===== src/include/rqh_pkg.sv =====
// Purpose: shared constants and carriers for the read-back request handler
// Assumes: 40 MHz system clock, request codes arrive on the command link
// Notes: calibration store layout offsets are byte addresses, lsb byte first
package rqh_pkg;

  localparam int unsigned CLK_HZ = 40_000_000;
  localparam int unsigned SENS_SCLK_HZ = 1_000_000;
  // half period of the sensor serial clock, in system clocks
  localparam int unsigned SENS_HALF_CYC = (CLK_HZ / (2 * SENS_SCLK_HZ) > 0) ?
                                          CLK_HZ / (2 * SENS_SCLK_HZ) : 1;
  localparam int unsigned SENS_FRAME_BITS = 16;

  // request codes
  localparam logic [7:0] CODE_TEMPERATURE = 8'h18;
  localparam logic [7:0] CODE_CAL_ROM_READ = 8'h20;
  localparam logic [7:0] CODE_USER_ROM_READ = 8'h22;
  localparam logic [7:0] CODE_LEVEL_DAC_READ = 8'h2a;

  // temperature result layout
  localparam int unsigned TEMP_W = 14;
  localparam int unsigned TEMP_SIGN_BIT = 13;
  localparam logic [13:0] TEMP_MAG_MASK = 14'h1fff;
  localparam logic [13:0] TEMP_SIGN_MASK = 14'h2000;
  localparam int unsigned TEMP_COUNTS_PER_DEG = 32;
  localparam int unsigned TEMP_NEG_OFFSET = 8192;

  localparam int unsigned LEVEL_DAC_W = 14;
  localparam int unsigned ROM_ADDR_W = 15;
  localparam logic [14:0] ROM_MAX_ADDR = 15'h7fff;

  // response byte counts
  localparam logic [1:0] RSP_BYTES_TEMP = 2'h2;
  localparam logic [1:0] RSP_BYTES_ROM = 2'h1;
  localparam logic [1:0] RSP_BYTES_DAC = 2'h2;

  // calibration store layout: 4-byte floats and words, 2-byte attenuation frequency and level dac entries, lowest byte least significant
  localparam logic [14:0] CAL_FW_REV_OFS = 15'h002c;
  localparam logic [14:0] CAL_SYNTH_REV_OFS = 15'h0030;
  localparam logic [14:0] CAL_COND_REV_OFS = 15'h0034;
  localparam logic [14:0] CAL_REF_DAC_OFS = 15'h0054;
  localparam logic [14:0] CAL_TUNE_FREQ_OFS = 15'h00c8;
  localparam logic [14:0] CAL_TUNE_DAC_OFS = 15'h0168;
  localparam logic [14:0] CAL_TUNE_SPLINE_OFS = 15'h0208;
  localparam int unsigned CAL_TUNE_POINTS = 40;
  localparam logic [14:0] CAL_CLOSED_TCO_OFS = 15'h0300;
  localparam logic [14:0] CAL_OPEN_TCO_OFS = 15'h0314;
  localparam int unsigned CAL_TCO_POINTS = 5;
  localparam logic [14:0] CAL_LEVEL_FREQ_OFS = 15'h0329;
  localparam logic [14:0] CAL_CLOSED_PWR_OFS = 15'h060d;
  localparam logic [14:0] CAL_CLOSED_DAC_OFS = 15'h09e1;
  localparam logic [14:0] CAL_CLOSED_COEF_OFS = 15'h0bcb;
  localparam logic [14:0] CAL_OPEN_PWR_OFS = 15'h1747;
  localparam logic [14:0] CAL_OPEN_DAC_OFS = 15'h1b1b;
  localparam logic [14:0] CAL_OPEN_COEF_OFS = 15'h1d05;
  localparam int unsigned CAL_LEVEL_POINTS = 245;
  localparam int unsigned CAL_COEF_POINTS = 735;
  localparam logic [14:0] CAL_ATTEN_FREQ_OFS = 15'h0513;
  localparam int unsigned CAL_ATTEN_FREQ_POINTS = 125;
  localparam logic [14:0] CAL_ATTEN_VAL_OFS = 15'h2881;
  localparam int unsigned CAL_ATTEN_VAL_POINTS = 5520;
  localparam int unsigned CAL_WORD_BYTES = 4;

  typedef struct packed {
    logic [7:0] code;
    logic [15:0] arg;
  } rqh_req_type;

  typedef struct packed {
    logic [1:0] count;
    logic [23:0] data;
  } rqh_rsp_type;

  typedef struct packed {
    logic user_sel;
    logic [14:0] addr;
  } rqh_mem_cmd_type;

endpackage : rqh_pkg


===== src/rqh_sensor_reader.sv =====
// Purpose: serial read of one temperature code from the sensor
// Assumes: sensor shifts its frame msb first, changes data after the falling edge
// Notes: clocks only while a reading is pending, the link is quiet otherwise
`timescale 1ns/100ps
`default_nettype none
module rqh_sensor_reader
(
  input wire logic clk_sys,
  input wire logic nrst,
  input wire logic start,
  input wire logic sdata_pin,
  output logic sclk,
  output logic cs_n,
  output logic done,
  output logic [rqh_pkg::TEMP_W-1:0] code
);
  import rqh_pkg::*;

  localparam int CNT_W = $clog2(SENS_HALF_CYC + 1);
  localparam logic [CNT_W-1:0] HALF_LAST = CNT_W'(SENS_HALF_CYC - 1);
  localparam logic [4:0] BIT_LAST = 5'(SENS_FRAME_BITS - 1);

  logic sd_meta_r;
  logic sd_sync_r;
  logic active_r;
  logic sclk_r;
  logic done_r;
  logic [CNT_W-1:0] cnt_r;
  logic [4:0] bit_r;
  logic [SENS_FRAME_BITS-1:0] shift_r;
  logic [TEMP_W-1:0] code_r;
  wire tick;
  wire last_bit;

  assign tick = active_r && (cnt_r == HALF_LAST);
  assign last_bit = (bit_r == BIT_LAST);

  always_ff @(posedge clk_sys)
  begin
    sd_meta_r <= sdata_pin;
    sd_sync_r <= sd_meta_r;
  end

  always_ff @(posedge clk_sys)
  begin
    if (!nrst)
    begin
      active_r <= 1'b0;
      sclk_r <= 1'b0;
      cnt_r <= '0;
      bit_r <= '0;
      done_r <= 1'b0;
      shift_r <= '0;
      code_r <= '0;
    end
    else
    begin
      done_r <= 1'b0;
      if (!active_r)
      begin
        cnt_r <= '0;
        bit_r <= '0;
        sclk_r <= 1'b0;
        active_r <= start;
      end
      else if (!tick)
        cnt_r <= cnt_r + 1'b1;
      else
      begin
        cnt_r <= '0;
        sclk_r <= !sclk_r;
        if (!sclk_r)
          shift_r <= {shift_r[SENS_FRAME_BITS-2:0], sd_sync_r};
        else if (last_bit)
        begin
          active_r <= 1'b0;
          done_r <= 1'b1;
          code_r <= shift_r[TEMP_W-1:0];
        end
        else
          bit_r <= bit_r + 1'b1;
      end
    end
  end

  assign sclk = sclk_r;
  assign cs_n = !active_r;
  assign done = done_r;
  assign code = code_r;

endmodule : rqh_sensor_reader
`default_nettype wire


===== src/rqh_rom_fetch.sv =====
// Purpose: single byte fetch from the calibration or user store
// Assumes: store answers with mem_ack and data in the same cycle
// Notes: upper address bit is dropped, so the space folds onto itself
`timescale 1ns/100ps
`default_nettype none
module rqh_rom_fetch
(
  input wire logic clk_sys,
  input wire logic nrst,
  input wire logic start,
  input wire logic user_sel,
  input wire logic [15:0] addr,
  output logic mem_valid,
  output rqh_pkg::rqh_mem_cmd_type mem_cmd,
  input wire logic mem_ack,
  input wire logic [7:0] mem_rdata,
  output logic done,
  output logic [7:0] rd_byte
);
  import rqh_pkg::*;

  logic busy_r;
  logic done_r;
  logic [7:0] byte_r;
  rqh_mem_cmd_type cmd_r;

  always_ff @(posedge clk_sys)
  begin
    if (!nrst)
    begin
      busy_r <= 1'b0;
      done_r <= 1'b0;
      byte_r <= '0;
      cmd_r <= '0;
    end
    else
    begin
      done_r <= busy_r && mem_ack;
      if (busy_r && mem_ack)
      begin
        busy_r <= 1'b0;
        byte_r <= mem_rdata;
      end
      else if (!busy_r && start)
      begin
        busy_r <= 1'b1;
        cmd_r.user_sel <= user_sel;
        cmd_r.addr <= addr[ROM_ADDR_W-1:0] & ROM_MAX_ADDR;
      end
    end
  end

  assign mem_valid = busy_r;
  assign mem_cmd = cmd_r;
  assign done = done_r;
  assign rd_byte = byte_r;

endmodule : rqh_rom_fetch
`default_nettype wire


===== src/rqh_readback_handler.sv =====
// Purpose: answers read-back requests from the command link
// Assumes: host logic on the same clock, sensor and stores as outside parts
// Notes: one request in flight; the response stands until the host collects it or sends a new request
`timescale 1ns/100ps
`default_nettype none
module rqh_readback_handler
(
  input wire logic clk_sys,
  input wire logic nrst,
  input wire logic req_valid,
  input wire rqh_pkg::rqh_req_type req,
  output logic req_ready,
  input wire logic rsp_take,
  output logic rsp_valid,
  output rqh_pkg::rqh_rsp_type rsp,
  input wire logic [rqh_pkg::LEVEL_DAC_W-1:0] level_dac_word,
  output logic [31:0] ref_dac_word,
  output logic ref_dac_valid,
  output logic sens_sclk,
  output logic sens_cs_n,
  input wire logic sens_sdata,
  output logic mem_valid,
  output rqh_pkg::rqh_mem_cmd_type mem_cmd,
  input wire logic mem_ack,
  input wire logic [7:0] mem_rdata
);
  import rqh_pkg::*;

  typedef enum logic [2:0] {st_boot, st_idle, st_temp, st_rom} rqh_state_type;

  rqh_state_type state_r;
  rqh_state_type state_nxt;
  logic rsp_valid_r;
  rqh_rsp_type rsp_r;
  logic [31:0] ref_acc_r;
  logic ref_valid_r;
  logic [1:0] boot_idx_r;
  logic boot_wait_r;

  wire accept;
  wire is_temp;
  wire is_cal;
  wire is_user;
  wire is_dac;
  wire is_rom;
  wire boot_start;
  wire fetch_start;
  wire fetch_user;
  wire [15:0] fetch_addr;
  wire fetch_done;
  wire [7:0] fetch_byte;
  wire sens_start;
  wire sens_done;
  wire [TEMP_W-1:0] sens_code;
  wire temp_fill;
  wire rom_fill;
  wire dac_fill;
  wire rsp_fill;
  wire [23:0] temp_data;
  wire [23:0] rom_data;
  wire [23:0] dac_data;

  // request decode
  assign req_ready = (state_r == st_idle);
  assign accept = req_valid && req_ready;
  assign is_temp = (req.code == CODE_TEMPERATURE);
  assign is_cal = (req.code == CODE_CAL_ROM_READ);
  assign is_user = (req.code == CODE_USER_ROM_READ);
  assign is_dac = (req.code == CODE_LEVEL_DAC_READ);
  assign is_rom = is_cal || is_user;

  // one sensor frame per temperature request
  assign sens_start = accept && is_temp;

  // boot fetch of the reference dac word, one byte at a time
  assign boot_start = (state_r == st_boot) && !boot_wait_r;
  // request argument is the byte address
  assign fetch_start = boot_start || (accept && is_rom);
  assign fetch_user = (state_r == st_boot) ? 1'b0 : is_user;
  assign fetch_addr = (state_r == st_boot) ?
                      {1'b0, CAL_REF_DAC_OFS + 15'(boot_idx_r)} : req.arg;

  // sensor code passes through as sign plus magnitude
  assign temp_data = {10'h000, sens_code & (TEMP_SIGN_MASK | TEMP_MAG_MASK)};
  assign rom_data = {16'h0000, fetch_byte};
  // level dac word in the low bits
  assign dac_data = {10'h000, level_dac_word};

  // which layout table a calibration read lands in; feeds coverage only
  wire [ROM_ADDR_W-1:0] cal_addr;
  wire cal_in_revs;
  wire cal_in_tuning;
  wire cal_in_tco;
  wire cal_in_closed;
  wire cal_in_open;
  wire cal_in_atten;
  wire cal_mapped;

  assign cal_addr = req.arg[ROM_ADDR_W-1:0];
  assign cal_in_revs = (cal_addr >= CAL_FW_REV_OFS)
    && (cal_addr < CAL_COND_REV_OFS + 15'(3 * CAL_WORD_BYTES));
  assign cal_in_tuning = (cal_addr >= CAL_TUNE_FREQ_OFS)
    && (cal_addr < CAL_TUNE_SPLINE_OFS + 15'(CAL_TUNE_POINTS * CAL_WORD_BYTES));
  assign cal_in_tco = (cal_addr >= CAL_CLOSED_TCO_OFS)
    && (cal_addr < CAL_OPEN_TCO_OFS + 15'(CAL_TCO_POINTS * CAL_WORD_BYTES));
  assign cal_in_closed = (cal_addr >= CAL_LEVEL_FREQ_OFS) && (cal_addr < CAL_OPEN_PWR_OFS);
  assign cal_in_open = (cal_addr >= CAL_OPEN_PWR_OFS)
    && (cal_addr < CAL_OPEN_COEF_OFS + 15'(CAL_COEF_POINTS * CAL_WORD_BYTES));
  assign cal_in_atten = ((cal_addr >= CAL_ATTEN_FREQ_OFS)
    && (cal_addr < CAL_ATTEN_FREQ_OFS + 15'(2 * CAL_ATTEN_FREQ_POINTS)))
    || ((cal_addr >= CAL_ATTEN_VAL_OFS)
    && (cal_addr < CAL_ATTEN_VAL_OFS + 15'(CAL_ATTEN_VAL_POINTS * CAL_WORD_BYTES)));
  assign cal_mapped = is_cal && (cal_in_revs || cal_in_tuning || cal_in_tco
    || cal_in_closed || cal_in_open || cal_in_atten);

  assign temp_fill = (state_r == st_temp) && sens_done;
  assign rom_fill = (state_r == st_rom) && fetch_done;
  assign dac_fill = accept && is_dac;
  assign rsp_fill = temp_fill || rom_fill || dac_fill;

  always_comb
  begin
    state_nxt = state_r;
    case (state_r)
      st_boot:
        if (fetch_done && boot_idx_r == 2'(CAL_WORD_BYTES - 1))
          state_nxt = st_idle;
      st_idle:
        if (accept && is_temp)
          state_nxt = st_temp;
        else if (accept && is_rom)
          state_nxt = st_rom;
      st_temp:
        if (sens_done)
          state_nxt = st_idle;
      st_rom:
        if (fetch_done)
          state_nxt = st_idle;
      default:
        state_nxt = st_idle;
    endcase
  end

  always_ff @(posedge clk_sys)
  begin
    if (!nrst)
      state_r <= st_boot;
    else
      state_r <= state_nxt;
  end

  // response held until taken, replaced by a new request
  always_ff @(posedge clk_sys)
  begin
    if (!nrst)
      rsp_valid_r <= 1'b0;
    else if (rsp_fill)
      rsp_valid_r <= 1'b1;
    else if (accept || rsp_take)
      rsp_valid_r <= 1'b0;
  end

  always_ff @(posedge clk_sys)
  begin
    if (!nrst)
      rsp_r <= '0;
    else if (temp_fill)
      rsp_r <= '{count: RSP_BYTES_TEMP, data: temp_data};
    else if (rom_fill)
      rsp_r <= '{count: RSP_BYTES_ROM, data: rom_data};
    else if (dac_fill)
      rsp_r <= '{count: RSP_BYTES_DAC, data: dac_data};
  end

  // lowest address lands in the least significant byte
  always_ff @(posedge clk_sys)
  begin
    if (!nrst)
    begin
      boot_idx_r <= '0;
      boot_wait_r <= 1'b0;
      ref_acc_r <= '0;
      ref_valid_r <= 1'b0;
    end
    else if (state_r == st_boot)
    begin
      if (boot_start)
        boot_wait_r <= 1'b1;
      if (fetch_done)
      begin
        boot_wait_r <= 1'b0;
        boot_idx_r <= boot_idx_r + 1'b1;
        ref_acc_r <= {fetch_byte, ref_acc_r[31:8]};
        ref_valid_r <= (boot_idx_r == 2'(CAL_WORD_BYTES - 1));
      end
    end
  end

  assign rsp_valid = rsp_valid_r;
  assign rsp = rsp_r;
  assign ref_dac_word = ref_acc_r;
  assign ref_dac_valid = ref_valid_r;

  rqh_sensor_reader u_sensor
  (
    .clk_sys(clk_sys),
    .nrst(nrst),
    .start(sens_start),
    .sdata_pin(sens_sdata),
    .sclk(sens_sclk),
    .cs_n(sens_cs_n),
    .done(sens_done),
    .code(sens_code)
  );

  rqh_rom_fetch u_fetch
  (
    .clk_sys(clk_sys),
    .nrst(nrst),
    .start(fetch_start),
    .user_sel(fetch_user),
    .addr(fetch_addr),
    .mem_valid(mem_valid),
    .mem_cmd(mem_cmd),
    .mem_ack(mem_ack),
    .mem_rdata(mem_rdata),
    .done(fetch_done),
    .rd_byte(fetch_byte)
  );

  // serial clock rises within the current sensor frame
  logic sclk_d_r;
  logic [4:0] rise_cnt_r;

  always_ff @(posedge clk_sys)
  begin
    if (!nrst)
    begin
      sclk_d_r <= 1'b0;
      rise_cnt_r <= '0;
    end
    else
    begin
      sclk_d_r <= sens_sclk;
      if (sens_cs_n)
        rise_cnt_r <= '0;
      else if (sens_sclk && !sclk_d_r)
        rise_cnt_r <= rise_cnt_r + 1'b1;
    end
  end
endmodule : rqh_readback_handler
`default_nettype wire


===== config.mk =====
export PLATFORM = sky130hd
export DESIGN_NAME = rqh_readback_handler
export DESIGN_NICKNAME = d
export VERILOG_FILES = /design/src/include/rqh_pkg.sv /design/src/rqh_sensor_reader.sv /design/src/rqh_rom_fetch.sv /design/src/rqh_readback_handler.sv
export SDC_FILE = /design/constraint.sdc
export NUM_CORES = 1
export LEC_CHECK = 0
export ABC_AREA = 0
export BUFFER_PORTS_ARGS = -buffer_cell sky130_fd_sc_hd__buf_2
export CAP_MARGIN = 20
export CORE_UTILIZATION = 57
export CTS_CLUSTER_DIAMETER = 80
export DETAILED_ROUTE_END_ITERATION = 10
export PLACE_DENSITY = 0.85
export SETUP_SLACK_MARGIN = 0.4
export SLEW_MARGIN = 30
export SYNTH_ARGS = -nofsm -noshare
export SYNTH_HDL_FRONTEND = slang
export SYNTH_HIERARCHICAL = 1
export SYNTH_SLANG_ARGS = --single-unit
export TNS_END_PERCENT = 50

===== constraint.sdc =====
create_clock -name clk_sys -period 3.45 [get_ports clk_sys]
set_input_delay 0.5175 -clock clk_sys [delete_from_list [all_inputs] [get_ports clk_sys]]
set_output_delay 0.5175 -clock clk_sys [all_outputs]
set_load 0.05 [all_outputs]

==> Implementation_results.wiki, run 1 <==
{| class="wikitable"
! Metric !! Value
|-
| Antenna diode instance count || 0
|-
| Synthesis-to-layout area growth || 21.3%
|-
| Final period demand of the worst path || 2170 ps
|-
| Slowest stage cell, crit path || sky130_fd_sc_hd__or3_1
|-
| Die Ht || 98.1 µm
|-
| R2r endpoint || u_sensor/shift_r[6]
|-
| Overall die width || 98.1 µm
|-
| Crit path capture type || register
|-
| Area of the placeable core || around 8800 µm²
|-
| Commonest cells after routing, fill and taps aside || sky130_fd_sc_hd__nand2_1 (159), sky130_fd_sc_hd__dfxtp_1 (124), sky130_fd_sc_hd__buf_2 (119), sky130_fd_sc_hd__mux2i_1 (52), sky130_fd_sc_hd__a21boi_0 (30)
|-
| Ordered list of cells on the worst path || ha_1, nand4bb_1, or3_1, mux2i_1
|-
| Global-route usage over all layers || 24.7%
|-
| Leakage component of the power || around 2.8 nW
|-
| Count of nets left with antenna violations after detail routing || 0
|-
| RSZ-0062 raised after global routing || no
|-
| Number of cells in the design after placement || 774
|-
| Final net count || 741
|-
| Cell Int Power || approximately 2.8 mW
|-
| H-tree depth || 4
|-
| Num rows || 34
|-
| Logic depth of the worst setup path including buffers || 4
|-
| Share of total power in the clock network || 54.4%
|-
| Detailed router's first-iteration violation count || between 100 and 150
|-
| Total CTS buffers || 17
|-
| Number of antenna violations at the first check in global routing || 0
|-
| Routed wire per std cell || 14.2 µm
|-
| Maximum buffer depth of the clock tree || 2
|-
| Final number of setup-violating endpoints || 0
|-
| Proportion of power drawn by combinational gates || around 4.6%
|-
| DR vias/cell || 5.40
|-
| Kind of start point of the critical path || register
|-
| Maximum number of pins on one net before global-route repair || 72
|-
| Power density normalized to cell area || between 500 and 600 nW/µm²
|-
| Overall die area || between 9000 and 10000 µm²
|-
| Total Negative Setup Slacks || 0 ps
|-
| Worst path top cell family by delay || simple AND/OR/NAND/NOR gates
|-
| Final setup margin || 1280 ps
|-
| Area of all placed cells without fillers || roughly 6400 µm²
|-
| Global-route wire length before repair || 19.0 mm
|-
| Clock sink count || 124
|-
| Worst Setup Slack post-DPL || 1260 ps
|-
| Count of cells resized by post-cts repair || 0
|-
| Total half-perimeter wirelength after legalization and detailed placement || approximately 7.5 mm
|-
| Routed via count || 4351
|-
| Clock Skews || 9.81 ps
|-
| Result of the run || complete, but fails checks
|-
| Maximum achievable frequency || between 400 and 500 MHz
|-
| Final routed wirelength across all metal layers || 11.4 mm
|-
| Number of cells on the worst reg-to-reg path || 4
|-
| Slew at the pin with the worst max-slew slack || 798 ps
|-
| Class of the most critical setup path || register to register
|-
| Placed standard-cell area || around 5700 µm²
|-
| Initial core utilization || about three fifths
|-
| Peak supply drop || 0.329 mV
|-
| Register share of total power || 41.0%
|-
| Critical path data required time || 3810 ps
|-
| TritonCTS clock tree || done
|-
| Share of cells above drive strength 1 || between 20% and 30%
|-
| Number of hold violations in the final report || 0
|-
| Gp weighted congestion || 0.778
|-
| Net switching power of the design || 793 µW
|-
| Filler-free cell count of the finished design || 806
|-
| Buffers inserted by post-CTS timing repair || 0
|-
| Largest driver fanout on the critical path || 14
|-
| Launching element of the worst setup path || u_sensor/cnt_r[0]
|-
| Final-report max-slew violation count || 0
|-
| Post-CTS Hold Fix Bufs || 0
|-
| Drt drc || 13
|-
| Clock tree root buffer cell || sky130_fd_sc_hd__clkbuf_8
|-
| Pwr Total || 3.55 mW
|-
| Netlist Area Pre-Place || 5260 µm²
|-
| CP arrival || between 2000 and 3000 ps
|-
| Worst-case register-to-register setup slack || 1280 ps
|-
| Synth warn || 6
|-
| Worst setup path end || u_sensor/shift_r[6]
|-
| Number of buffers and inverters on the critical path || 0
|-
| Top-level port count || 132
|-
| Average cell area after synthesis || 9.02 µm²
|-
| Type of the worst min-delay path || primary input to register
|-
| Net switching fraction of the power || 22.3%
|-
| Rel. slew slack || approximately 47%
|-
| Period utilisation layout || 63.0%
|-
| Pre-Repair DR Iteration Count || 8
|-
| Total congestion overflow || 0
|-
| Critical R2R Launch || u_sensor/cnt_r[0]
|-
| Buffers added on ports || 120
|-
| Vias in the first global route || about 4100
|-
| Clock Latency Late Sink || 510 ps
|-
| CP peak stage delay || 800 ps
|-
| Synthesized instance count || 583
|-
| Max_cap viols || 0
|-
| Register clock-pin slew on the reported worst setup and hold paths || about 60 ps
|-
| Failing checks || DRC
|-
| Count of filler cells inserted in the layout || 652
|-
| Most common cell after layout, fill and taps aside || sky130_fd_sc_hd__nand2_1
|}
==> area by class of cell <==
cell class,instances,area [µm²],share of cell area (%)
Inverter,6,22.5,0.353
Sequential cell,124,2480,38.9
Clock inverter,15,231,3.63
Multi-Input combinational cell,410,2450,38.4
Timing Repair Buffer,126,648,10.2
Clock buffer,17,414,6.49
Tap cell,108,135,2.12
==> per-stage QoR <==
stage	utilization (%)	hold WS, ps
finish	72.5	106
global route	72.5	74.7
CTS	72.4	88.7
detailed placement	65.1	320
global placement	65.1	314
floorplan	-	310
==> worst min-delay path by stage <==
stage | startpoint | endpoint | slack (ps) | cells after the start
floorplan | u_sensor/sd_meta_r | u_sensor/sd_sync_r | 310 | 0
global placement | u_sensor/sd_meta_r | u_sensor/sd_sync_r | 310 | 0
detailed placement | u_sensor/sd_meta_r | u_sensor/sd_sync_r | 320 | 0
CTS | sens_sdata | u_sensor/sd_meta_r | 90 | 1
global route | sens_sdata | u_sensor/sd_meta_r | 70 | 1
finish | sens_sdata | u_sensor/sd_meta_r | 110 | 1
==> layer usage <==
| layer | global-route usage [%] | part of all wire (%) | wire length [µm] |
|---|---|---|---|
| met3 | 7.09 | 5.3 | 606 |
| met1 | 29.0 | 44 | 4980 |
| met2 | 42.8 | 50 | 5700 |
| met4 | 8.86 | 1.4 | 155 |
| met5 | 0 | 0 | 0 |
==> power groups by stage <==
stage               clock network [mW]  registers [mW]  logic (mW)
global placement                     0            1.49       0.161
CTS                               1.95            1.46       0.165
finish                            1.93            1.46       0.165
global route                      2.03            1.46       0.178
floorplan                            0            1.50       0.117
detailed placement                   0            1.49       0.164
==> state kept, by name (all words and copies together), names as in the netlist, 2 cells and up <==
register and flops:
u_fetch/mem_cmd 16, u_sensor/bit_r 5, u_sensor/shift_r 14, u_fetch/rd_byte 8, rsp 16, ref_dac_word 32
boot_idx_r 2, u_sensor/cnt_r 5, state_r 2, u_sensor/code 14
==> worst register-to-register path: stages, from the launching register on <==
cell and delay [ps]:
sky130_fd_sc_hd__dfxtp_1 360, sky130_fd_sc_hd__ha_1 230, sky130_fd_sc_hd__nand4bb_1 400, sky130_fd_sc_hd__or3_1 800, sky130_fd_sc_hd__mux2i_1 230
(Power assumes the default switching activity.)
==> inputs of run 2 (changes only) <==
Settings changed: CORE_UTILIZATION 57 to 48, PLACE_DENSITY 0.85 to 0.76.
Clock period 3.45 ns to 1.8 ns, I/O delays scaled along.
==> run 2 against run 1 <==
Net effect:
- the flow now finishes without violations
- critical endpoint is now u_sensor/bit_r[2]
- via count rose by 3.1%
- fmax rose by 24%
- sequential power rose by 90%
- sequential share of layout area fell by 3.7 points
- combinational power rose by 150%
==> Implementation_results.wiki, run 2 (synthesized netlist as in run 1, its figures left out) <==
{| class="wikitable"
! Metric !! Value
|-
| Share of total power in the clock network || 52.2% (was 54.4%)
|-
| Maximum buffer depth of the clock tree || 2 (unchanged)
|-
| DR vias/cell || 5.15 (was 5.40)
|-
| CP arrival || 2170 ps (was 2530 ps)
|-
| Final routed wirelength across all metal layers || 12.7 mm (was 11.4 mm)
|-
| Net switching fraction of the power || 20.5% (was 22.3%)
|-
| Synthesis-to-layout area growth || 35.1% (was 21.3%)
|-
| Maximum achievable frequency || 572 MHz (was 460 MHz)
|-
| Max_cap viols || 0 (unchanged)
|-
| Overall die area || 11400 µm² (was 9610 µm²)
|-
| Leakage component of the power || 3.07 nW (was 2.80 nW)
|-
| Most common cell after layout, fill and taps aside || sky130_fd_sc_hd__nand2_1 (unchanged)
|-
| Period utilisation layout || 97.2% (was 63.0%)
|-
| Number of hold violations in the final report || 0 (unchanged)
|-
| Power density normalized to cell area || 939 nW/µm² (was 557 nW/µm²)
|-
| Vias in the first global route || 4243 (was 4075)
|-
| Proportion of power drawn by combinational gates || 6.1% (was 4.6%)
|-
| Total Negative Setup Slacks || 0 ps (unchanged)
|-
| Kind of start point of the critical path || register (unchanged)
|-
| Clock Latency Late Sink || 500 ps (was 510 ps)
|-
| Number of antenna violations at the first check in global routing || 0 (unchanged)
|-
| Die Ht || 107 µm (was 98.1 µm)
|-
| Crit path capture type || register (unchanged)
|-
| Gp weighted congestion || 0.811 (was 0.778)
|-
| Share of cells above drive strength 1 || 32.7% (was 24.5%)
|-
| Routed via count || 4488 (was 4351)
|-
| Total CTS buffers || 17 (unchanged)
|-
| Number of cells on the worst reg-to-reg path || 6 (was 4)
|-
| Total congestion overflow || 0 (unchanged)
|-
| Pwr Total || 6.67 mW (was 3.55 mW)
|-
| Commonest cells after routing, fill and taps aside || sky130_fd_sc_hd__nand2_1 (157), sky130_fd_sc_hd__buf_2 (116), sky130_fd_sc_hd__dfxtp_1 (115), sky130_fd_sc_hd__mux2i_1 (50), sky130_fd_sc_hd__a21boi_0 (27) (was sky130_fd_sc_hd__nand2_1 (159), sky130_fd_sc_hd__dfxtp_1 (124), sky130_fd_sc_hd__buf_2 (119), sky130_fd_sc_hd__mux2i_1 (52), sky130_fd_sc_hd__a21boi_0 (30))
|-
| Final period demand of the worst path || 1750 ps (was 2170 ps)
|-
| Clock Skews || 7.40 ps (was 9.81 ps)
|-
| Top-level port count || 132 (unchanged)
|-
| Detailed router's first-iteration violation count || 274 (was 131)
|-
| Drt drc || 0 (was 13)
|-
| Routed wire per std cell || 14.6 µm (was 14.2 µm)
|-
| Num rows || 37 (was 34)
|-
| Flip-flop count of the largest register after layout || 32 (unchanged)
|-
| Count of nets left with antenna violations after detail routing || 0 (unchanged)
|-
| Maximum number of pins on one net before global-route repair || 64 (was 72)
|-
| Area of combinational cells with multiple inputs || 2620 µm² (was 2450 µm²)
|-
| Class of the most critical setup path || register to register (unchanged)
|-
| Critical path data required time || 2220 ps (was 3810 ps)
|-
| Clock tree root buffer cell || sky130_fd_sc_hd__clkbuf_8 (unchanged)
|-
| Pre-Repair DR Iteration Count || 4 (was 8)
|-
| Antenna diode instance count || 0 (unchanged)
|-
| WHS Path Cells || 3 (was 1)
|-
| TritonCTS clock tree || done (unchanged)
|-
| H-tree depth || 4 (unchanged)
|-
| Register share of total power || 41.7% (was 41.0%)
|-
| Area of the placeable core || 10500 µm² (was 8810 µm²)
|-
| Final net count || 781 (was 741)
|-
| Largest driver fanout on the critical path || 4 (was 14)
|-
| Register clock-pin slew on the reported worst setup and hold paths || 50 ps (was 60 ps)
|-
| Global-route usage over all layers || 22.0% (was 24.7%)
|-
| Reg area || 2500 µm² (was 2480 µm²)
|-
| Type of the worst min-delay path || primary input to register (unchanged)
|-
| Final number of setup-violating endpoints || 0 (unchanged)
|-
| Clock sink count || 124 (unchanged)
|-
| Total half-perimeter wirelength after legalization and detailed placement || 7.75 mm (was 7.46 mm)
|-
| Net switching power of the design || 1.37 mW (was 793 µW)
|-
| Result of the run || completed (was complete, but fails checks)
|-
| Global-route wire length before repair || 19.9 mm (was 19.0 mm)
|-
| Count of filler cells inserted in the layout || 785 (was 652)
|-
| Peak supply drop || 0.748 mV (was 0.329 mV)
|-
| Initial core utilization || 50.3% (was 59.7%)
|-
| Buffers added on ports || 120 (unchanged)
|-
| Final-report max-slew violation count || 0 (unchanged)
|-
| Cell Int Power || 5.30 mW (was 2.76 mW)
|-
| Overall die width || 107 µm (was 98.1 µm)
|-
| RSZ-0062 raised after global routing || yes (was no)
|}
## run 2: cell types whose count changed in the layout (fill, tap and decap cells not counted), sizes merged
cell,previous run,this run
buf,126,162
bufinv,5,4
clkbuf,17,24
clkinvlp,2,1
dlygate4sd3,0,1
inv,12,6
nand2,160,161
## run 2: final timing paths
| kind | startpoint | endpoint | slack, ps |
|---|---|---|---|
| setup / recovery | u_sensor/bit_r[0] | u_sensor/bit_r[2] | 50 |
| hold / removal | mem_rdata[1] | u_fetch/rd_byte[1] | 10 |
| setup reg to reg | u_sensor/bit_r[0] | u_sensor/bit_r[2] | 50 |
| hold reg to reg | u_sensor/sd_meta_r | u_sensor/sd_sync_r | 330 |
## run 2: power groups by stage
stage | sequential, mW | clock, mW | combinational (mW)
after floorplan | 2.88 | 0 | 0.225
final | 2.78 | 3.48 | 0.407
after CTS | 2.78 | 3.53 | 0.385
after global routing | 2.78 | 3.65 | 0.435
after global placement | 2.84 | 0 | 0.335
after detailed placement | 2.84 | 0 | 0.342
## run 2: layer usage
metal  track usage, %  vias to the layer above  wire (µm)
li1                 -                     2238          -
met1             26.5                     2109       5770
met2             37.8                      129       6270
met3             5.05                       12        547
met4             8.41                        0        143
met5                0                        -          0
## run 2: cell type report
cell class              count  area share [%]
multi-input cells         411            36.9
flip-flops and latches    124            35.2
repair buffers            165            16.6
clock buffers              22            6.65
well taps                 136            2.39
clock inverters             7            1.94
inverters                   6           0.317
## run 2: stage by stage
step	hold WS (ps)	util [%]	area, µm²	std cells	setup slack, ps
final	12.3	67.9	7110	871	50.7
after global routing	17.9	67.9	7110	871	-4.08
after CTS	2.60	66.0	6910	859	114
after detailed placement	318	57.1	5980	816	25.3
after global placement	313	57.1	5980	816	105
after floorplan	298	-	5360	592	151
## run 2: timing repair
| item | CTS | global route |
|---|---|---|
| gates resized for setup | 35 | 30 |
| buffers inserted | 8 | 11 |
| hold endpoints to repair | 1 | 0 |
| setup endpoints to repair | 125 | 154 |
| cloned | 5 | 1 |
| pin swaps | 7 | 5 |
| hold buffers | 1 | 0 |
## run 2: worst max-delay path: stages, from the launching register on
cell	delay [ps]
sky130_fd_sc_hd__dfxtp_4	360
sky130_fd_sc_hd__ha_4	160
sky130_fd_sc_hd__and3_4	190
sky130_fd_sc_hd__ha_4	150
sky130_fd_sc_hd__nand3b_1	210
sky130_fd_sc_hd__or4_1	440
sky130_fd_sc_hd__a21oi_1	160
